===== config.mk =====
export PLATFORM = sky130hd
export DESIGN_NAME = brsalu_top
export DESIGN_NICKNAME = d
export VERILOG_FILES = /design/src/brsalu_core.v /design/src/brsalu_top.v
export VERILOG_INCLUDE_DIRS = /design/src
export SDC_FILE = /design/constraint.sdc
export NUM_CORES = 1
export LEC_CHECK = 0
export ABC_AREA = 1
export BUFFER_PORTS_ARGS = -buffer_cell sky130_fd_sc_hd__clkbuf_2
export CAP_MARGIN = 20
export CORE_MARGIN = 8
export CORE_UTILIZATION = 54
export DETAILED_ROUTE_END_ITERATION = 8
export GPL_ROUTABILITY_DRIVEN = 1
export PLACE_DENSITY = 0.81
export SYNTH_ARGS = -nofsm -noshare
export SYNTH_HDL_FRONTEND = slang
export SYNTH_HIERARCHICAL = 1
export SYNTH_SLANG_ARGS = --single-unit

===== constraint.sdc =====
create_clock -name aclk -period 4.4 [get_ports aclk]
set_input_delay 0.44 -clock aclk [delete_from_list [all_inputs] [get_ports aclk]]
set_output_delay 0.44 -clock aclk [all_outputs]
set_load 0.005 [all_outputs]

===== src/brsalu_map.vh =====
// opcode, flag and register map constants for the rotate/subtract/skip alu
`ifndef BRSALU_MAP_VH
`define BRSALU_MAP_VH

// ----------------------------------------------------------------------------
// operation codes (5 bits)
// ----------------------------------------------------------------------------
`define BRSALU_OP_NONE        5'h00
`define BRSALU_OP_ROTL_C_ACC  5'h01
`define BRSALU_OP_ROTR        5'h02
`define BRSALU_OP_ROTR_ACC    5'h03
`define BRSALU_OP_ROTR_C      5'h04
`define BRSALU_OP_ROTR_C_ACC  5'h05
`define BRSALU_OP_SUB         5'h06
`define BRSALU_OP_SUB_MEM     5'h07
`define BRSALU_OP_SBC         5'h08
`define BRSALU_OP_SBC_MEM     5'h09
`define BRSALU_OP_DEC_SKZ     5'h0a
`define BRSALU_OP_DEC_SKZ_ACC 5'h0b
`define BRSALU_OP_INC_SKZ     5'h0c
`define BRSALU_OP_INC_SKZ_ACC 5'h0d
`define BRSALU_OP_SET         5'h0e
`define BRSALU_OP_SET_BIT     5'h0f
`define BRSALU_OP_SKNZ        5'h10
`define BRSALU_OP_SKNZ_BIT    5'h11
`define BRSALU_OP_SKZ         5'h12
`define BRSALU_OP_SWAP        5'h13
`define BRSALU_OP_SWAP_ACC    5'h14

// ----------------------------------------------------------------------------
// status field positions and reset values
// ----------------------------------------------------------------------------
`define BRSALU_FLG_C   0
`define BRSALU_FLG_AC  1
`define BRSALU_FLG_Z   2
`define BRSALU_FLG_OV  3
`define BRSALU_FLG_SC  4
`define BRSALU_FLG_CZ  5
`define BRSALU_FLAGS_RST 6'h00
`define BRSALU_ACC_RST   8'h00

// ----------------------------------------------------------------------------
// axi4-lite register byte addresses
// ----------------------------------------------------------------------------
`define BRSALU_REG_CMD    4'h0
`define BRSALU_REG_ACC    4'h4
`define BRSALU_REG_STATUS 4'h8
`define BRSALU_REG_RESULT 4'hc

// ----------------------------------------------------------------------------
// command register fields and timing
// ----------------------------------------------------------------------------
`define BRSALU_CMD_OP_LSB  0
`define BRSALU_CMD_BIT_LSB 8
`define BRSALU_CMD_OPD_LSB 16
`define BRSALU_SKIP_CYCLES 2'h2
`define BRSALU_RESP_OKAY   2'h0
`define BRSALU_RESP_SLVERR 2'h2

`endif


===== src/brsalu_core.v =====
// combinational execute datapath for the rotate/subtract/skip group
`timescale 1ns/1ns
`include "brsalu_map.vh"
module brsalu_core (
  // instruction
  input  wire [4:0] op,
  input  wire [7:0] opnd,
  input  wire [2:0] bit_sel,
  // architectural state in
  input  wire [7:0] acc,
  input  wire [5:0] flags,
  // results
  output reg  [7:0] res,
  output reg        wr_acc,
  output reg        wr_mem,
  output reg  [5:0] nxt_flags,
  output reg        skip,
  output reg        legal
);

  // --------------------------------------------------------------------------
  // subtract helper: acc - b - borrow, full flag set
  // --------------------------------------------------------------------------
  function [13:0] sub_f;
    input [7:0] a;
    input [7:0] b;
    input       bin;
    input       zold;
    reg   [8:0] d;
    reg   [4:0] lo;
    reg         ov;
    reg         z;
    reg         sc;
    begin
      d  = {1'b0, a} - {1'b0, b} - {8'h00, bin};
      lo = {1'b0, a[3:0]} - {1'b0, b[3:0]} - {4'h0, bin};
      ov = (a[7] ^ b[7]) & (a[7] ^ d[7]);
      z  = (d[7:0] == 8'h00);
      sc = ov ^ d[7];
      // cz chains zero across multi-byte borrow subtracts
      sub_f = {d[7:0], z & (bin ? zold : 1'b1), sc, ov, z, ~lo[4], ~d[8]};
    end
  endfunction

  reg [13:0] sr;
  reg [7:0]  mask;

  always @* begin
    res       = opnd;
    wr_acc    = 1'b0;
    wr_mem    = 1'b0;
    nxt_flags = flags;
    skip      = 1'b0;
    legal     = 1'b1;
    sr        = 14'h0000;
    mask      = 8'h01 << bit_sel;
    case (op)
      `BRSALU_OP_ROTL_C_ACC: begin
        res = {opnd[6:0], flags[`BRSALU_FLG_C]};
        wr_acc = 1'b1;
        nxt_flags[`BRSALU_FLG_C] = opnd[7];
      end
      `BRSALU_OP_ROTR: begin
        res = {opnd[0], opnd[7:1]};
        wr_mem = 1'b1;
      end
      `BRSALU_OP_ROTR_ACC: begin
        res = {opnd[0], opnd[7:1]};
        wr_acc = 1'b1;
      end
      `BRSALU_OP_ROTR_C, `BRSALU_OP_ROTR_C_ACC: begin
        res = {flags[`BRSALU_FLG_C], opnd[7:1]};
        wr_mem = (op == `BRSALU_OP_ROTR_C);
        wr_acc = (op == `BRSALU_OP_ROTR_C_ACC);
        nxt_flags[`BRSALU_FLG_C] = opnd[0];
      end
      `BRSALU_OP_SUB, `BRSALU_OP_SUB_MEM, `BRSALU_OP_SBC, `BRSALU_OP_SBC_MEM: begin
        // borrow-in is the inverted carry for the borrow forms
        sr = sub_f(acc, opnd,
                   ((op == `BRSALU_OP_SBC) | (op == `BRSALU_OP_SBC_MEM)) & ~flags[`BRSALU_FLG_C],
                   flags[`BRSALU_FLG_Z]);
        res = sr[13:6];
        nxt_flags = sr[5:0];
        wr_mem = (op == `BRSALU_OP_SUB_MEM) | (op == `BRSALU_OP_SBC_MEM);
        wr_acc = ~wr_mem;
      end
      `BRSALU_OP_DEC_SKZ, `BRSALU_OP_DEC_SKZ_ACC: begin
        res = opnd - 8'h01;
        wr_mem = (op == `BRSALU_OP_DEC_SKZ);
        wr_acc = (op == `BRSALU_OP_DEC_SKZ_ACC);
        skip = (res == 8'h00);
      end
      `BRSALU_OP_INC_SKZ, `BRSALU_OP_INC_SKZ_ACC: begin
        res = opnd + 8'h01;
        wr_mem = (op == `BRSALU_OP_INC_SKZ);
        wr_acc = (op == `BRSALU_OP_INC_SKZ_ACC);
        skip = (res == 8'h00);
      end
      `BRSALU_OP_SET: begin
        res = 8'hff;
        wr_mem = 1'b1;
      end
      `BRSALU_OP_SET_BIT: begin
        res = opnd | mask;
        wr_mem = 1'b1;
      end
      `BRSALU_OP_SKNZ: skip = (opnd != 8'h00);
      `BRSALU_OP_SKNZ_BIT: skip = ((opnd & mask) != 8'h00);
      `BRSALU_OP_SKZ: skip = (opnd == 8'h00);
      `BRSALU_OP_SWAP, `BRSALU_OP_SWAP_ACC: begin
        res = {opnd[3:0], opnd[7:4]};
        wr_mem = (op == `BRSALU_OP_SWAP);
        wr_acc = (op == `BRSALU_OP_SWAP_ACC);
      end
      `BRSALU_OP_NONE: legal = 1'b1;
      default: legal = 1'b0;
    endcase
  end

endmodule


===== src/brsalu_top.v =====
// rotate/subtract/skip alu top with axi4-lite register access
//
// Local design decisions: the placing of the registers and the AXI4-Lite interface to the registers.
`timescale 1ns/1ns
`include "brsalu_map.vh"
module brsalu_top (
  // clock and reset
  input  wire        aclk,
  input  wire        aresetn,
  // sequencer issue
  input  wire        issue_valid,
  input  wire [4:0]  issue_op,
  input  wire [7:0]  issue_opnd,
  input  wire [2:0]  issue_bit,
  output wire        issue_ready,
  // sequencer feedback
  output reg         done_ff,
  output reg         skip_ff,
  output reg         dummy_ff,
  // data memory write-back
  output reg         mem_we_ff,
  output reg  [7:0]  mem_wdata_ff,
  // architectural state
  output reg  [7:0]  acc_ff,
  output reg  [5:0]  flags_ff,
  // axi4-lite write address
  input  wire [3:0]  s_axi_awaddr,
  input  wire        s_axi_awvalid,
  output wire        s_axi_awready,
  // axi4-lite write data
  input  wire [31:0] s_axi_wdata,
  input  wire [3:0]  s_axi_wstrb,
  input  wire        s_axi_wvalid,
  output wire        s_axi_wready,
  // axi4-lite write response
  output reg  [1:0]  s_axi_bresp,
  output reg         s_axi_bvalid,
  input  wire        s_axi_bready,
  // axi4-lite read address
  input  wire [3:0]  s_axi_araddr,
  input  wire        s_axi_arvalid,
  output wire        s_axi_arready,
  // axi4-lite read data
  output reg  [31:0] s_axi_rdata,
  output reg  [1:0]  s_axi_rresp,
  output reg         s_axi_rvalid,
  input  wire        s_axi_rready
);

  // --------------------------------------------------------------------------
  // sequencing states
  // --------------------------------------------------------------------------
  localparam ST_IDLE  = 2'b01;
  localparam ST_DUMMY = 2'b10;

  reg  [1:0] state_ff;
  reg  [1:0] nxt_state;
  reg        ill_ff;
  reg  [7:0] last_res_ff;

  // --------------------------------------------------------------------------
  // axi write path holding registers
  // --------------------------------------------------------------------------
  reg        aw_have_ff;
  reg  [3:0] aw_addr_ff;
  reg        w_have_ff;
  reg [31:0] w_data_ff;
  reg  [3:0] w_strb_ff;

  // --------------------------------------------------------------------------
  // command source: sequencer port or software command register
  // --------------------------------------------------------------------------
  wire       wr_fire  = aw_have_ff & w_have_ff & ~s_axi_bvalid;
  wire       sw_cmd   = wr_fire & (aw_addr_ff == `BRSALU_REG_CMD) & w_strb_ff[0];
  wire       can_exec = (state_ff == ST_IDLE);
  wire       hw_go    = issue_valid & can_exec;
  wire       sw_go    = sw_cmd & can_exec & ~issue_valid;
  wire       go       = hw_go | sw_go;
  wire [4:0] c_op     = hw_go ? issue_op   : w_data_ff[`BRSALU_CMD_OP_LSB +: 5];
  wire [7:0] c_opnd   = hw_go ? issue_opnd : w_data_ff[`BRSALU_CMD_OPD_LSB +: 8];
  wire [2:0] c_bit    = hw_go ? issue_bit  : w_data_ff[`BRSALU_CMD_BIT_LSB +: 3];

  // dummy slot blocks the sequencer while a skipped fetch is squashed
  assign issue_ready = can_exec;

  wire [7:0] res;
  wire       wr_acc;
  wire       wr_mem;
  wire [5:0] c_flags;
  wire       c_skip;
  wire       c_legal;

  brsalu_core u_core (
    .op        (c_op),
    .opnd      (c_opnd),
    .bit_sel   (c_bit),
    .acc       (acc_ff),
    .flags     (flags_ff),
    .res       (res),
    .wr_acc    (wr_acc),
    .wr_mem    (wr_mem),
    .nxt_flags (c_flags),
    .skip      (c_skip),
    .legal     (c_legal)
  );

  // --------------------------------------------------------------------------
  // next-state decode
  // --------------------------------------------------------------------------
  always @* begin
    case (state_ff)
      ST_IDLE:  nxt_state = (go & c_skip) ? ST_DUMMY : ST_IDLE;
      ST_DUMMY: nxt_state = ST_IDLE;
      default:  nxt_state = ST_IDLE;
    endcase
  end

  // --------------------------------------------------------------------------
  // execute and write-back
  // --------------------------------------------------------------------------
  wire acc_sw_wr = wr_fire & (aw_addr_ff == `BRSALU_REG_ACC) & w_strb_ff[0];
  wire flg_sw_wr = wr_fire & (aw_addr_ff == `BRSALU_REG_STATUS) & w_strb_ff[0];

  always @(posedge aclk) begin
    if (!aresetn) begin
      state_ff     <= ST_IDLE;
      done_ff      <= 1'b0;
      skip_ff      <= 1'b0;
      dummy_ff     <= 1'b0;
      mem_we_ff    <= 1'b0;
      mem_wdata_ff <= 8'h00;
      acc_ff       <= `BRSALU_ACC_RST;
      flags_ff     <= `BRSALU_FLAGS_RST;
      ill_ff       <= 1'b0;
      last_res_ff  <= 8'h00;
    end else begin
      state_ff  <= nxt_state;
      done_ff   <= go;
      skip_ff   <= go & c_skip;
      dummy_ff  <= (state_ff == ST_DUMMY);
      mem_we_ff <= go & wr_mem & c_legal;
      if (go) begin
        mem_wdata_ff <= res;
        last_res_ff  <= res;
        ill_ff       <= ~c_legal;
      end
      // execution owns acc and flags over a software write in the same cycle
      if (go & wr_acc & c_legal) begin
        acc_ff <= res;
      end else if (acc_sw_wr) begin
        acc_ff <= w_data_ff[7:0];
      end
      if (go & c_legal) begin
        flags_ff <= c_flags;
      end else if (flg_sw_wr) begin
        flags_ff <= w_data_ff[5:0];
      end
    end
  end

  // --------------------------------------------------------------------------
  // axi4-lite write channel
  // --------------------------------------------------------------------------
  assign s_axi_awready = ~aw_have_ff;
  assign s_axi_wready  = ~w_have_ff;

  // a command write waits while the core is busy or the sequencer issues
  wire wr_stall = sw_cmd & ~sw_go;

  always @(posedge aclk) begin
    if (!aresetn) begin
      aw_have_ff   <= 1'b0;
      aw_addr_ff   <= 4'h0;
      w_have_ff    <= 1'b0;
      w_data_ff    <= 32'h00000000;
      w_strb_ff    <= 4'h0;
      s_axi_bvalid <= 1'b0;
      s_axi_bresp  <= `BRSALU_RESP_OKAY;
    end else begin
      if (s_axi_awvalid & ~aw_have_ff) begin
        aw_have_ff <= 1'b1;
        aw_addr_ff <= s_axi_awaddr;
      end
      if (s_axi_wvalid & ~w_have_ff) begin
        w_have_ff <= 1'b1;
        w_data_ff <= s_axi_wdata;
        w_strb_ff <= s_axi_wstrb;
      end
      if (wr_fire & ~wr_stall) begin
        aw_have_ff   <= 1'b0;
        w_have_ff    <= 1'b0;
        s_axi_bvalid <= 1'b1;
        s_axi_bresp  <= (aw_addr_ff[1:0] != 2'h0) ? `BRSALU_RESP_SLVERR : `BRSALU_RESP_OKAY;
      end else if (s_axi_bvalid & s_axi_bready) begin
        s_axi_bvalid <= 1'b0;
      end
    end
  end

  // --------------------------------------------------------------------------
  // axi4-lite read channel
  // --------------------------------------------------------------------------
  assign s_axi_arready = ~s_axi_rvalid;

  always @(posedge aclk) begin
    if (!aresetn) begin
      s_axi_rvalid <= 1'b0;
      s_axi_rdata  <= 32'h00000000;
      s_axi_rresp  <= `BRSALU_RESP_OKAY;
    end else if (s_axi_arvalid & ~s_axi_rvalid) begin
      s_axi_rvalid <= 1'b1;
      s_axi_rresp  <= `BRSALU_RESP_OKAY;
      case (s_axi_araddr)
        `BRSALU_REG_CMD:    s_axi_rdata <= {30'h00000000, state_ff};
        `BRSALU_REG_ACC:    s_axi_rdata <= {24'h000000, acc_ff};
        `BRSALU_REG_STATUS: s_axi_rdata <= {26'h0000000, flags_ff};
        `BRSALU_REG_RESULT: s_axi_rdata <= {22'h000000, ill_ff, skip_ff, last_res_ff};
        default: begin
          s_axi_rdata <= 32'h00000000;
          s_axi_rresp <= `BRSALU_RESP_SLVERR;
        end
      endcase
    end else if (s_axi_rready) begin
      s_axi_rvalid <= 1'b0;
    end
  end

endmodule


Word level (Yosys, flattened, before mapping)

Index checks and enable logic that the tools add are counted.

Flip-flop bits (word level): 98
Input bits: 68
Output and inout bits: 68

Add/sub/neg operators: 6
Equality and inequality tests: 29
Shift-type cells: 1
Mux-type cells: 23
Bitwise logic cells: 47
Reductions and logical operators: 28

Operator list:

| operator            | number |
|---|---|
| $pmux 8 s9          | 1 |
| $eq 5x4->1 const B  | 8 |
| $pmux 10 s4         | 1 |
| $logic_not 8->1     | 4 |
| $and 1x1->1         | 26 |
| $eq 5x5->1 const B  | 5 |
| $mux 8              | 3 |
| $reduce_or 21->1    | 1 |
| $eq 5x3->1 const B  | 4 |
| $reduce_bool 8->1   | 2 |
| $reduce_or 2->1     | 7 |
| $not 1->1           | 13 |
| $eq 4x4->1 const B  | 3 |
| $mux 6              | 2 |
| $pmux 1 s6          | 2 |
| $eq 5x2->1 const B  | 2 |
| $mux 5              | 2 |
| $reduce_bool 2->1   | 5 |
| $sub 8x8->9         | 1 |
| $sub 9x1->9         | 1 |
| $add 8x1->8 const B | 1 |
| $and 8x8->8         | 1 |
| $eq 4x3->1 const B  | 2 |
| $logic_not 4->1     | 2 |
| 21 further kinds    | 35 |

Longest topological paths before layout

Gate-level depths: netlist of run 1.

Depth in word-level cells: 12
Depth in mapped cells: 28
Mapped depth without buffers: 27

Hierarchy

The synthesis of run 1 kept the hierarchy.

By module, submodules not included:

| module      | instances | cells an instance | area an instance (µm²) | sequential area each (µm²) |
|---|---|---|---|---|
| brsalu_top  | 1         | 437               | 3253.1                 | 1381.3 |
| brsalu_core | 1         | 400               | 2049.5                 | 0.0 |

Worst setup path before layout of run 1

Ideal clock, no wire load.

Path type: register to register
From: register state_ff[0]
To: register acc_ff[6]
Setup time: 0.132 ns
Arrival: 3.378 ns
Required time: 4.268 ns
Path slack: 0.890 ns
Stages on the path, launching flop included: 29
Buffers on the path: 1
Period minus slack after synthesis: 3.510 ns
Cell sequence: dfxtp_1 -> inv_1 -> nor2_4 -> nand2_2 -> buf_2 -> mux2_2 -> inv_1 -> nor2_1 -> nand3_2 -> inv_1 -> nand2_1 -> fa_1 -> fa_1 -> inv_1 -> nand2_1 -> nand2_1 -> nand2_1 -> nand2_1 -> nand2_1 -> nand2_1 -> nand2_1 -> nand2_1 -> nand2_1 -> nor2_1 -> nor2_1 -> inv_1 -> nand4_1 -> nand2_1 -> a21oi_2

RTL lines:

| what                   | line             | RTL |
|---|---|---|
| from (decl)            | brsalu_top.v:56  | `reg [1:0] state_ff;` |
| from (signal assigned) | brsalu_top.v:137 | `state_ff <= nxt_state;` |
| $eq 2x1->1 *           | brsalu_top.v:75  | `wire can_exec = (state_ff == ST_IDLE);` |
| named net issue_ready  | brsalu_top.v:15  | `output wire issue_ready,` |
| $and 1x1->1 *          | brsalu_top.v:76  | `wire hw_go = issue_valid & can_exec;` |
| $mux 5 *               | brsalu_top.v:79  | `` wire [4:0] c_op = hw_go ? issue_op : w_data_ff[`BRSALU_CMD_OP_LSB +: 5]; `` |
| named net c_op[3]      | brsalu_top.v:79  |  |
| $eq 5x4->1             | brsalu_core.v:57 | `case (op)` |
| $or 1x1->1             | brsalu_core.v:80 | `` ((op == `BRSALU_OP_SBC) \| (op == `BRSALU_OP_SBC_MEM)) & ~flags[`BRSALU_FLG_C], `` |
| $and 1x1->1            | brsalu_core.v:80 |  |
| $sub 9x1->9            | brsalu_core.v:35 | `d = {1'b0, a} - {1'b0, b} - {8'h00, bin};` |
| $pmux 8 s9 *           | brsalu_core.v:57 |  |
| named net res[6]       | brsalu_top.v:86  | `wire [7:0] res;` |
| $mux 8 *               | brsalu_top.v:148 | `if (go & wr_acc & c_legal) begin` |
| to (signal assigned)   | brsalu_top.v:132 | `` acc_ff <= `BRSALU_ACC_RST; `` |
| to (signal assigned)   | brsalu_top.v:149 | `acc_ff <= res;` |
| to (signal assigned)   | brsalu_top.v:151 | `acc_ff <= w_data_ff[7:0];` |
| to (decl)              | brsalu_top.v:24  | `output reg [7:0] acc_ff,` |

Mark *: on every way through the listed nets, which the timed path passes. The rest lies on a longest branch.
A chain may end at the register's enable or synchronous reset.

Final worst setup path of run 1

From: register state_ff[0]
To: register acc_ff[6]

RTL lines:

| what                | line             | RTL |
|---|---|---|
| $eq 2x1->1 *        | brsalu_top.v:75  |  |
| $and 1x1->1 *       | brsalu_top.v:76  |  |
| $mux 8 *            | brsalu_top.v:80  | `` wire [7:0] c_opnd = hw_go ? issue_opnd : w_data_ff[`BRSALU_CMD_OPD_LSB +: 8]; `` |
| named net c_opnd[0] | brsalu_top.v:80  |  |
| $sub 8x8->9         | brsalu_core.v:35 |  |
| $sub 9x1->9         | brsalu_core.v:35 |  |
| $pmux 8 s9 *        | brsalu_core.v:57 |  |
| named net res[6]    | brsalu_top.v:86  |  |
| $mux 8 *            | brsalu_top.v:148 |  |

Marked as above.

==> results of run 1 <==
==> cell families after synthesis <==
logic type	count (synthesis)	share of synthesized area (%)
flops	69	26.0
buf+inv	152	13.2
other cells	1	0.0707
compound gates	126	13.0
fa+ha+maj	21	5.24
mux	16	3.40
xor+xnor	5	0.826
simple gates	447	38.1
==> worst max-delay path by stage <==
| stage | start | to | depth (start not counted) |
|---|---|---|---|
| finish | state_ff[0]$_SDFF_PN1_ | acc_ff[6]$_SDFFE_PN0P_ | 24 |
| global route | state_ff[0]$_SDFF_PN1_ | acc_ff[6]$_SDFFE_PN0P_ | 27 |
| CTS | state_ff[0]$_SDFF_PN1_ | acc_ff[6]$_SDFFE_PN0P_ | 24 |
| detailed placement | issue_valid | acc_ff[6]$_SDFFE_PN0P_ | 25 |
| global placement | issue_valid | acc_ff[6]$_SDFFE_PN0P_ | 25 |
| floorplan | state_ff[0]$_SDFF_PN1_ | acc_ff[6]$_SDFFE_PN0P_ | 28 |
==> final cells by class <==
cell class,instances,area (µm²),area share [%]
Clock buffer,10,138,2.32
Clock inverter,6,70.1,1.18
Inverter,98,369,6.23
Multi-Input combinational cell,639,3310,55.8
Sequential cell,69,1380,23.3
Tap cell,133,166,2.81
Timing Repair Buffer,97,490,8.28
==> tightest hold or removal path: cells and delay by family <==
| family | cells | cell delay, ns |
|---|---|---|
| AND/OR/NAND/NOR | 2 | 0.11 |
| buffers and inverters | 1 | 0.07 |
==> registers in the layout, indices dropped and copies added, names as in the netlist, 2 cells and up <==
signal	cells
acc_ff	8
aw_addr_ff	4
flags_ff	6
last_res_ff	8
s_axi_rdata	10
state_ff	2
w_data_ff	19
==> stage by stage <==
step,area [µm²],power [mW],std cells
6_report,5920,2.10,1052
5_1_grt,5920,2.25,1052
4_1_cts,5920,2.09,1052
3_5_place_dp,5710,1.55,1036
3_3_place_gp,5710,1.53,1036
2_1_floorplan,5390,1.35,860
==> synthesized netlist by cell type (3+ instances only) <==
cell | count | share of area (%)
inv_1 | 93 | 6.6
buf_4 | 27 | 3.8
o21ai_0 | 56 | 5.3
xor2_1 | 3 | 0.50
nor2_2 | 5 | 0.59
inv_2 | 4 | 0.28
nor2_4 | 5 | 1.1
a21oi_2 | 3 | 0.50
nor3_1 | 10 | 0.94
nor2_1 | 103 | 7.3
nand4_1 | 19 | 2.2
nand3_2 | 4 | 0.76
o211ai_1 | 6 | 0.85
dfxtp_1 | 69 | 26
nor3_4 | 3 | 0.92
nand2_2 | 8 | 0.94
a21oi_1 | 45 | 4.2
mux2_2 | 16 | 3.4
clkbuf_1 | 13 | 0.92
buf_2 | 10 | 0.94
ha_1 | 19 | 4.5
nor3_2 | 4 | 0.76
nand2_1 | 212 | 15
nand3_1 | 67 | 6.3
o22ai_1 | 4 | 0.47
==> routing by layer <==
layer  GRT usage (%)  routed length [µm]  vias to the layer above
met2            37.8                6990                      239
met5               0                   0                        -
met3            5.20                1320                       26
met4            8.41                 369                        0
met1            28.7                6590                     2489
li1                -                   -                     2819
==> placed cells by master, fill, tap and decap left out, types with 5 or more instances in the layout <==
master / Yosys / routed
clkbuf_8: 0 / 10
ha_1: 19 / 19
clkbuf_2: 1 / 95
o21ai_0: 56 / 56
nand3_1: 67 / 67
nand2_1: 212 / 212
nand2_2: 8 / 8
nand4_1: 19 / 19
inv_1: 93 / 93
nor3_1: 10 / 10
conb_1: 1 / 24
nor2_2: 5 / 5
nor2_4: 5 / 5
o211ai_1: 6 / 6
mux2_2: 16 / 16
a21oi_1: 45 / 45
dfxtp_1: 69 / 69
nor2_1: 103 / 103
==> power groups by stage <==
stage               Clock [mW]  Sequential, mW  Combinational, mW
detailed placement           0           0.755              0.792
global route             0.579           0.749              0.917
floorplan                    0           0.737              0.613
CTS                      0.549           0.741              0.800
global placement             0           0.755              0.780
finish                   0.548           0.743              0.812
==> summary.txt, run 1 <==
Final setup fails - 0
Max Fclk - 0.257 GHz
Final hold vios - 0
Async S/R FF share, synth - 0%
Flops & latches, synth - 69
Worst R2R Start - state_ff[0]$_SDFF_PN1_
Final WL - 15300 µm
Most used cell along the critical path - nand2_1
Arrival time at the worst endpoint - 4.10 ns
Layout cell share with drive strength beyond 1 - 18.4%
Post-DP HPWL - 11800 µm
Antenna viol nets, final - 0
Via density - 5.30
Clk buf depth - 2
Total CTS buffers - 9
EDFF count, synth - 0
# hold bufs at CTS - 0
Antenna Cells - 0
Resized cells post-CTS - 0
First-pass GRT wire length - 24600 µm
Mapped Avg Cell Area - 6.34 µm²
Critical path fanouts, max - 12
Buffer and inverter count on the worst path - 5
End point of the worst hold path - w_data_ff[21]$_SDFFE_PN0P_
Setup ws final - 0.509 ns
Outcome - completed
# nets final - 1003
FILL cells - 968
Worst Setup Path Type - reg -> reg
WL/cell - 14.5 µm
Die Ht - 115 µm
Initial antenna violation count - 0
Max incr delay on CP - 0.50 ns
Sw Share - 41.1%
Cell family with most CP delay - simple AND/OR/NAND/NOR gates
Clock Latency Late Sink - 0.35 ns
Post-Syn Area - 0.00530 mm²
Actual slew at the worst max-slew pin - 0.995 ns
GR Overflow Total - 0
RR Endpoint - acc_ff[6]$_SDFFE_PN0P_
Hold Startpoint - s_axi_wdata[21]
Pint - 1.24 mW
Initial Util - 55.0%
Pre-antenna DRT Iters - 5
CP endpoint kind - flip-flop
Critical path required time - 4.61 ns
Register-to-Register Setup Slack - 0.51 ns
Final Critical Period - 3.89 ns
Comb pwr share - 38.6%
Register area share after synthesis - 26.1%
Gr usage total - 23.0%
Die area - 0.0132 mm²
Predominant post-synthesis flop cell - dfxtp_1
Sequential Power Share - 35.3%
Max-slew headroom - 33.6%
Post-CTS setup buffer count - 0
Worst Reg2Reg Path Length in Cells - 24
CP max stage cell - fa_1
Startpoint types - flip-flop
Worst path cell trace - inv_1, nor2_4, nand2_2, buf_4, mux2_2, inv_1, fa_1, fa_1, inv_1, nand2_1, nand2_1, nand2_1, nand2_1, nand2_1, nand2_1, nand2_1, nand2_1, nand2_1, nor2_1, nor2_1, inv_1, nand4_1, nand2_1, a21oi_2
Period utilization - 88.4%
Ports - 136
Maximum vdd drop - 169 µV
RSZ-0062 raised after global routing - false
Final Slew Violations - 0
Final hold slack - 0.309 ns
Drt drc - 0
Core area - 0.00964 mm²
Number of placement rows - 36
Total Negative Setup Slacks - 0 ns
Number of global-route vias before repair - 5087
Clk slew on worst S/H paths - 0.08 ns
Placement Setup Slack - 0.577 ns
Via count - 5573
Area delta synth->final - 11.7%
Pwr dens - 355 mW/mm²
H-tree depth - 3
Psw - 863 µW
Port Buffers - 95
Placer Congestion - 0.976
Die X-Extent - 115 µm
CTS Sinks - 69
Lkg Pwr - 2.95 nW
Synth warn - 6
Max Cap Viol - 0
Clock power share - 26.0%
Library cells used by synthesis - 46
Clock skew - 0.0102 ns
DR iter-0 viols - 467
Mapped Cells - 837
Hold Path Class - in -> reg
Hold path depth - 3
Final design utilization - 61.4%
Largest net degree at the start of global routing - 45
CTS Root Cell - clkbuf_8
CTS tree - built
No activity file was read; power rests on OpenSTA's default activity.
==> run 2, diff against run 1 <==
--- a/config.mk
+++ b/config.mk
@@ -14,6 +14,7 @@
 export DETAILED_ROUTE_END_ITERATION = 8
 export GPL_ROUTABILITY_DRIVEN = 1
 export PLACE_DENSITY = 0.81
+export RECOVER_POWER = 100
 export SYNTH_ARGS = -nofsm -noshare
 export SYNTH_HDL_FRONTEND = slang
 export SYNTH_HIERARCHICAL = 1
==> summary.txt, run 2 (synthesis results as in run 1) <==
Final Critical Period - 3.91 ns (+0.0169 ns)
Drt drc - 0 (unchanged)
Clk slew on worst S/H paths - 0.08 ns (about the same)
# nets final - 1003 (unchanged)
Post-CTS setup buffer count - 0 (unchanged)
Largest net degree at the start of global routing - 45 (unchanged)
Final hold vios - 0 (unchanged)
Critical path fanouts, max - 8 (-4)
Failing checks - capacitance limit, slew limit
Hold Path Class - in -> reg
Commonest non-fill, non-tap cell in the layout - nand2_1
Layout cell share with drive strength beyond 1 - 14.0% (-4.4 points)
RSZ-0062 raised after global routing - false
Via density - 5.30 (about the same)
CTS Root Cell - clkbuf_8
CP endpoint kind - flip-flop
Gr usage total - 23.0% (unchanged)
Final Slew Violations - 45 (+45)
Flip-flop count of the largest register after layout - 19 (unchanged)
# hold bufs at CTS - 0 (unchanged)
Total Negative Setup Slacks - 0 ns (unchanged)
Initial Util - 55.0% (unchanged)
Ports - 136 (unchanged)
Placer Congestion - 0.976 (unchanged)
Die area - 0.0132 mm² (unchanged)
Initial antenna violation count - 0 (unchanged)
Commonest non-fill, non-tap cells in the layout - nand2_1, nor2_1, inv_1
Hold path depth - 3 (unchanged)
Outcome - finished with violations
Startpoint types - flip-flop
CTS Sinks - 69 (unchanged)
Port Buffers - 95 (unchanged)
Actual slew at the worst max-slew pin - 1.69 ns (+0.694 ns)
Period utilization - 88.8% (+0.38 points)
WL/cell - 14.5 µm (about the same)
Antenna Cells - 0 (unchanged)
Pre-antenna DRT Iters - 5 (unchanged)
Largest reg by FF count - w_data_ff
FILL cells - 990 (+2.3%)
Worst Reg2Reg Path Length in Cells - 26 (+8.3%)
Post-DP HPWL - 11800 µm (unchanged)
Die Ht - 115 µm (unchanged)
Final setup fails - 0 (unchanged)
Clock Latency Late Sink - 0.35 ns (about the same)
Lkg Pwr - 2.83 nW (-4.1%)
Antenna viol nets, final - 0 (unchanged)
Number of global-route vias before repair - 5087 (unchanged)
Max Fclk - 0.256 GHz (-0.43%)
Final hold slack - 0.311 ns (+0.00178 ns)
Final WL - 15300 µm (about the same)
Worst Setup Path Type - reg -> reg
Die X-Extent - 115 µm (unchanged)
First-pass GRT wire length - 24600 µm (unchanged)
Largest registers - w_data_ff: 19 flops, s_axi_rdata: 10 flops
DR iter-0 viols - 433 (-7.3%)
H-tree depth - 3 (unchanged)
Pwr dens - 356 mW/mm² (+0.30%)
Area delta synth->final - 10.7%
Critical path required time - 4.61 ns (about the same)
Number of placement rows - 36 (unchanged)
GR Overflow Total - 0 (unchanged)
Maximum vdd drop - 169 µV (about the same)
Clock skew - 0.0112 ns (+0.00104 ns)
Resized cells post-CTS - 0 (unchanged)
Arrival time at the worst endpoint - 4.12 ns (+0.02 ns)
Core area - 0.00964 mm² (unchanged)
Clk buf depth - 2 (unchanged)
CTS tree - built
Max Cap Viol - 1 (+1)
Total CTS buffers - 9 (unchanged)
Max-slew headroom - -12.6% (-46 points)
Via count - 5571 (-0.036%)
## run 2: cell counts in the layout (fill, tap and decap cells not counted)
Identical to the previous run, type by type.
## run 2: cell type report
class | count | area, µm² | share of cell area [%]
flip-flops and latches | 69 | 1380 | 23.5
inverters | 98 | 369 | 6.29
clock inverters | 6 | 70.1 | 1.19
repair buffers | 97 | 444 | 7.56
clock buffers | 10 | 138 | 2.34
multi-input cells | 639 | 3300 | 56.3
well taps | 133 | 166 | 2.83
## run 2: routing by layer
layer / vias to the layer above / wire length, µm / global-route usage, %
met5: - / 0 / 0
met4: 0 / 382 / 8.41
met3: 31 / 1370 / 5.20
met2: 238 / 6960 / 37.8
met1: 2484 / 6550 / 28.7
li1: 2818 / - / -
## run 2: path summary, 6_finish.rpt
check                                            start  slack [ns]                          to
worst max-delay path            state_ff[0]$_SDFF_PN1_        0.49      acc_ff[6]$_SDFFE_PN0P_
worst min-delay path                   s_axi_wdata[21]        0.31  w_data_ff[21]$_SDFFE_PN0P_
worst max register to register  state_ff[0]$_SDFF_PN1_        0.49      acc_ff[6]$_SDFFE_PN0P_
worst min register to register  state_ff[0]$_SDFF_PN1_        0.42         dummy_ff$_SDFF_PN0_
## run 2: worst max-delay path, cell delays in order (launching register included)
cell,delay (ns)
dfxtp_1,0.33
inv_1,0.07
nor2_4,0.16
nand2_2,0.16
mux2_1,0.47
inv_2,0.19
nand3_2,0.13
inv_1,0.11
nand2_1,0.08
fa_1,0.42
fa_1,0.40
inv_1,0.06
nand2_1,0.08
nand2_1,0.11
nand2_1,0.12
nand2_1,0.11
nand2_1,0.05
nand2_1,0.06
nand2_1,0.07
nand2_1,0.06
nand2_1,0.05
nor2_1,0.10
nor2_1,0.05
inv_1,0.06
nand4_1,0.09
nand2_1,0.12
a21oi_2,0.05
## run 2: metrics by stage
| step | power (mW) | worst slack [ns] | instances | util (%) | instance area (µm²) |
|---|---|---|---|---|---|
| 4_1_cts | 2.09 | 0.572 | 1052 | 61.4 | 5920 |
| 6_report | 2.09 | 0.492 | 1052 | 60.9 | 5870 |
| 3_5_place_dp | 1.55 | 0.577 | 1036 | 59.3 | 5710 |
| 5_1_grt | 2.24 | 0.0896 | 1052 | 60.9 | 5870 |
| 2_1_floorplan | 1.35 | 0.890 | 860 | - | 5390 |
| 3_3_place_gp | 1.53 | 0.612 | 1036 | 59.3 | 5710 |
## run 2: power breakdown
| group | switching (mW) | internal, mW | total, mW |
|---|---|---|---|
| logic | 0.533 | 0.268 | 0.801 |
| registers | 0.0603 | 0.683 | 0.743 |
| clock network | 0.268 | 0.280 | 0.548 |
| total | 0.861 | 1.23 | 2.09 |
==> run 3, diff against run 2 <==
--- a/config.mk
+++ b/config.mk
@@ -13,6 +13,7 @@
 export CORE_UTILIZATION = 54
 export DETAILED_ROUTE_END_ITERATION = 8
 export GPL_ROUTABILITY_DRIVEN = 1
+export MAX_ROUTING_LAYER = met4
 export PLACE_DENSITY = 0.81
 export RECOVER_POWER = 100
 export SYNTH_ARGS = -nofsm -noshare
==> summary.txt, run 3 (synthesis results as in run 1) <==
Outcome - finished with violations
Failing checks - capacitance limit, slew limit
Largest net degree at the start of global routing - 45 (unchanged)
CTS Root Cell - clkbuf_8
Die X-Extent - 115 µm (unchanged)
Final Slew Violations - 45 (unchanged)
Worst Reg2Reg Path Length in Cells - 26 (unchanged)
H-tree depth - 3 (unchanged)
Via density - 5.32 (+0.48%)
Largest reg by FF count - w_data_ff
Maximum vdd drop - 146 µV (-14%)
Number of placement rows - 36 (unchanged)
Core area - 0.00964 mm² (unchanged)
Pwr dens - 350 mW/mm² (-1.8%)
Cell family with most CP delay - simple AND/OR/NAND/NOR gates
Port Buffers - 95 (unchanged)
Buffer and inverter count on the worst path - 5 (unchanged)
Placer Congestion - 0.983 (+0.76%)
Period utilization - 88.1% (-0.68 points)
Post-DP HPWL - 11900 µm (+0.64%)
DR iter-0 viols - 552 (+27%)
CP endpoint kind - flip-flop
Drt drc - 0 (unchanged)
Post-CTS setup buffer count - 0 (unchanged)
Hold path depth - 3 (unchanged)
# hold bufs at CTS - 0 (unchanged)
Ports - 136 (unchanged)
Area delta synth->final - 10.4%
Commonest non-fill, non-tap cell in the layout - nand2_1
Hold Path Class - in -> reg
Die Ht - 115 µm (unchanged)
Max-slew headroom - -17.4% (-4.8 points)
Startpoint types - flip-flop
Worst Setup Path Type - reg -> reg
Arrival time at the worst endpoint - 4.08 ns (-0.04 ns)
CTS tree - built
WL/cell - 14.5 µm (+0.18%)
Pre-antenna DRT Iters - 5 (unchanged)
Critical path fanouts, max - 8 (unchanged)
First-pass GRT wire length - 24800 µm (+1.1%)
Most used cell along the critical path - nand2_1
Max Fclk - 0.258 GHz (+0.78%)
Actual slew at the worst max-slew pin - 1.76 ns (+0.0727 ns)
Critical path required time - 4.60 ns (about the same)
Commonest non-fill, non-tap cells in the layout - nand2_1, nor2_1, inv_1
Antenna viol nets, final - 0 (unchanged)
Clock skew - 0.0118 ns (+0.000527 ns)
Clk buf depth - 2 (unchanged)
FILL cells - 1034 (+4.4%)
Total Negative Setup Slacks - 0 ns (unchanged)
Final setup fails - 0 (unchanged)
Initial antenna violation count - 0 (unchanged)
Layout cell share with drive strength beyond 1 - 14.3% (+0.22 points)
Gr usage total - 23.9% (+0.88 points)
Die area - 0.0132 mm² (unchanged)
Largest registers - w_data_ff: 19 flops, s_axi_rdata: 10 flops
Max incr delay on CP - 0.42 ns (-0.05 ns)
Final Critical Period - 3.88 ns (-0.0301 ns)
Resized cells post-CTS - 0 (unchanged)
# nets final - 1004 (+0.10%)
CP max stage cell - fa_1
Antenna Cells - 0 (unchanged)
Final WL - 15300 µm (+0.18%)
Lkg Pwr - 2.84 nW (+0.48%)
RSZ-0062 raised after global routing - false
Cell Area, Placed - 0.00572 mm² (+0.13%)
Crit path depth - 26 (unchanged)
Initial Util - 55.0% (unchanged)
CTS Sinks - 69 (unchanged)
GR Overflow Total - 0 (unchanged)
Total CTS buffers - 9 (unchanged)
Number of global-route vias before repair - 5156 (+1.4%)
Clock Latency Late Sink - 0.34 ns (about the same)
Final hold vios - 0 (unchanged)
Via count - 5598 (+0.48%)
Clk slew on worst S/H paths - 0.08 ns (about the same)
Max Cap Viol - 1 (unchanged)
Fin area - 0.00585 mm² (-0.32%)
Flip-flop count of the largest register after layout - 19 (unchanged)
-- run 3: final cells by class --
type | count | area (µm²) | area share, %
clock buffers | 9 | 124 | 2.12
clock inverters | 6 | 63.8 | 1.09
inverters | 98 | 369 | 6.31
multi-input cells | 639 | 3290 | 56.2
flip-flops and latches | 69 | 1380 | 23.6
well taps | 133 | 166 | 2.84
repair buffers | 98 | 457 | 7.80
-- run 3: path summary, 6_finish.rpt --
| kind | from | end | slack [ns] |
|---|---|---|---|
| max | state_ff[0]$_SDFF_PN1_ | acc_ff[6]$_SDFFE_PN0P_ | 0.52 |
| min | s_axi_wdata[16] | w_data_ff[16]$_SDFFE_PN0P_ | 0.32 |
| max reg2reg | state_ff[0]$_SDFF_PN1_ | acc_ff[6]$_SDFFE_PN0P_ | 0.52 |
| min reg2reg | state_ff[0]$_SDFF_PN1_ | dummy_ff$_SDFF_PN0_ | 0.43 |
-- run 3: per-stage QoR --
stage	worst slack, ns	hold WS [ns]	instances	total power, mW	utilization, %
2_1_floorplan	0.890	0.390	860	1.35	-
3_3_place_gp	0.598	0.406	1037	1.54	59.3
3_5_place_dp	0.581	0.419	1037	1.55	59.3
4_1_cts	0.592	0.318	1052	2.05	61.3
5_1_grt	0.125	0.323	1052	2.20	60.7
6_report	0.522	0.322	1052	2.05	60.7
-- run 3: worst min-delay path, cell delays in order --
cell	delay, ns
clkbuf_2	0.07
nor2_1	0.03
nor2_1	0.08
-- run 3: metal layers --
layer | track usage (%) | up-vias | share of wire [%]
met3 | 3.89 | 28 | 7.0
met2 | 37.5 | 204 | 45
met1 | 30.4 | 2543 | 45
li1 | - | 2823 | -
met5 | - | - | 0
met4 | 8.32 | 0 | 2.8
-- run 3: power breakdown --
part,switching (mW),internal (mW)
logic,0.524,0.269
registers,0.0616,0.683
clock network,0.251,0.259
total,0.837,1.21
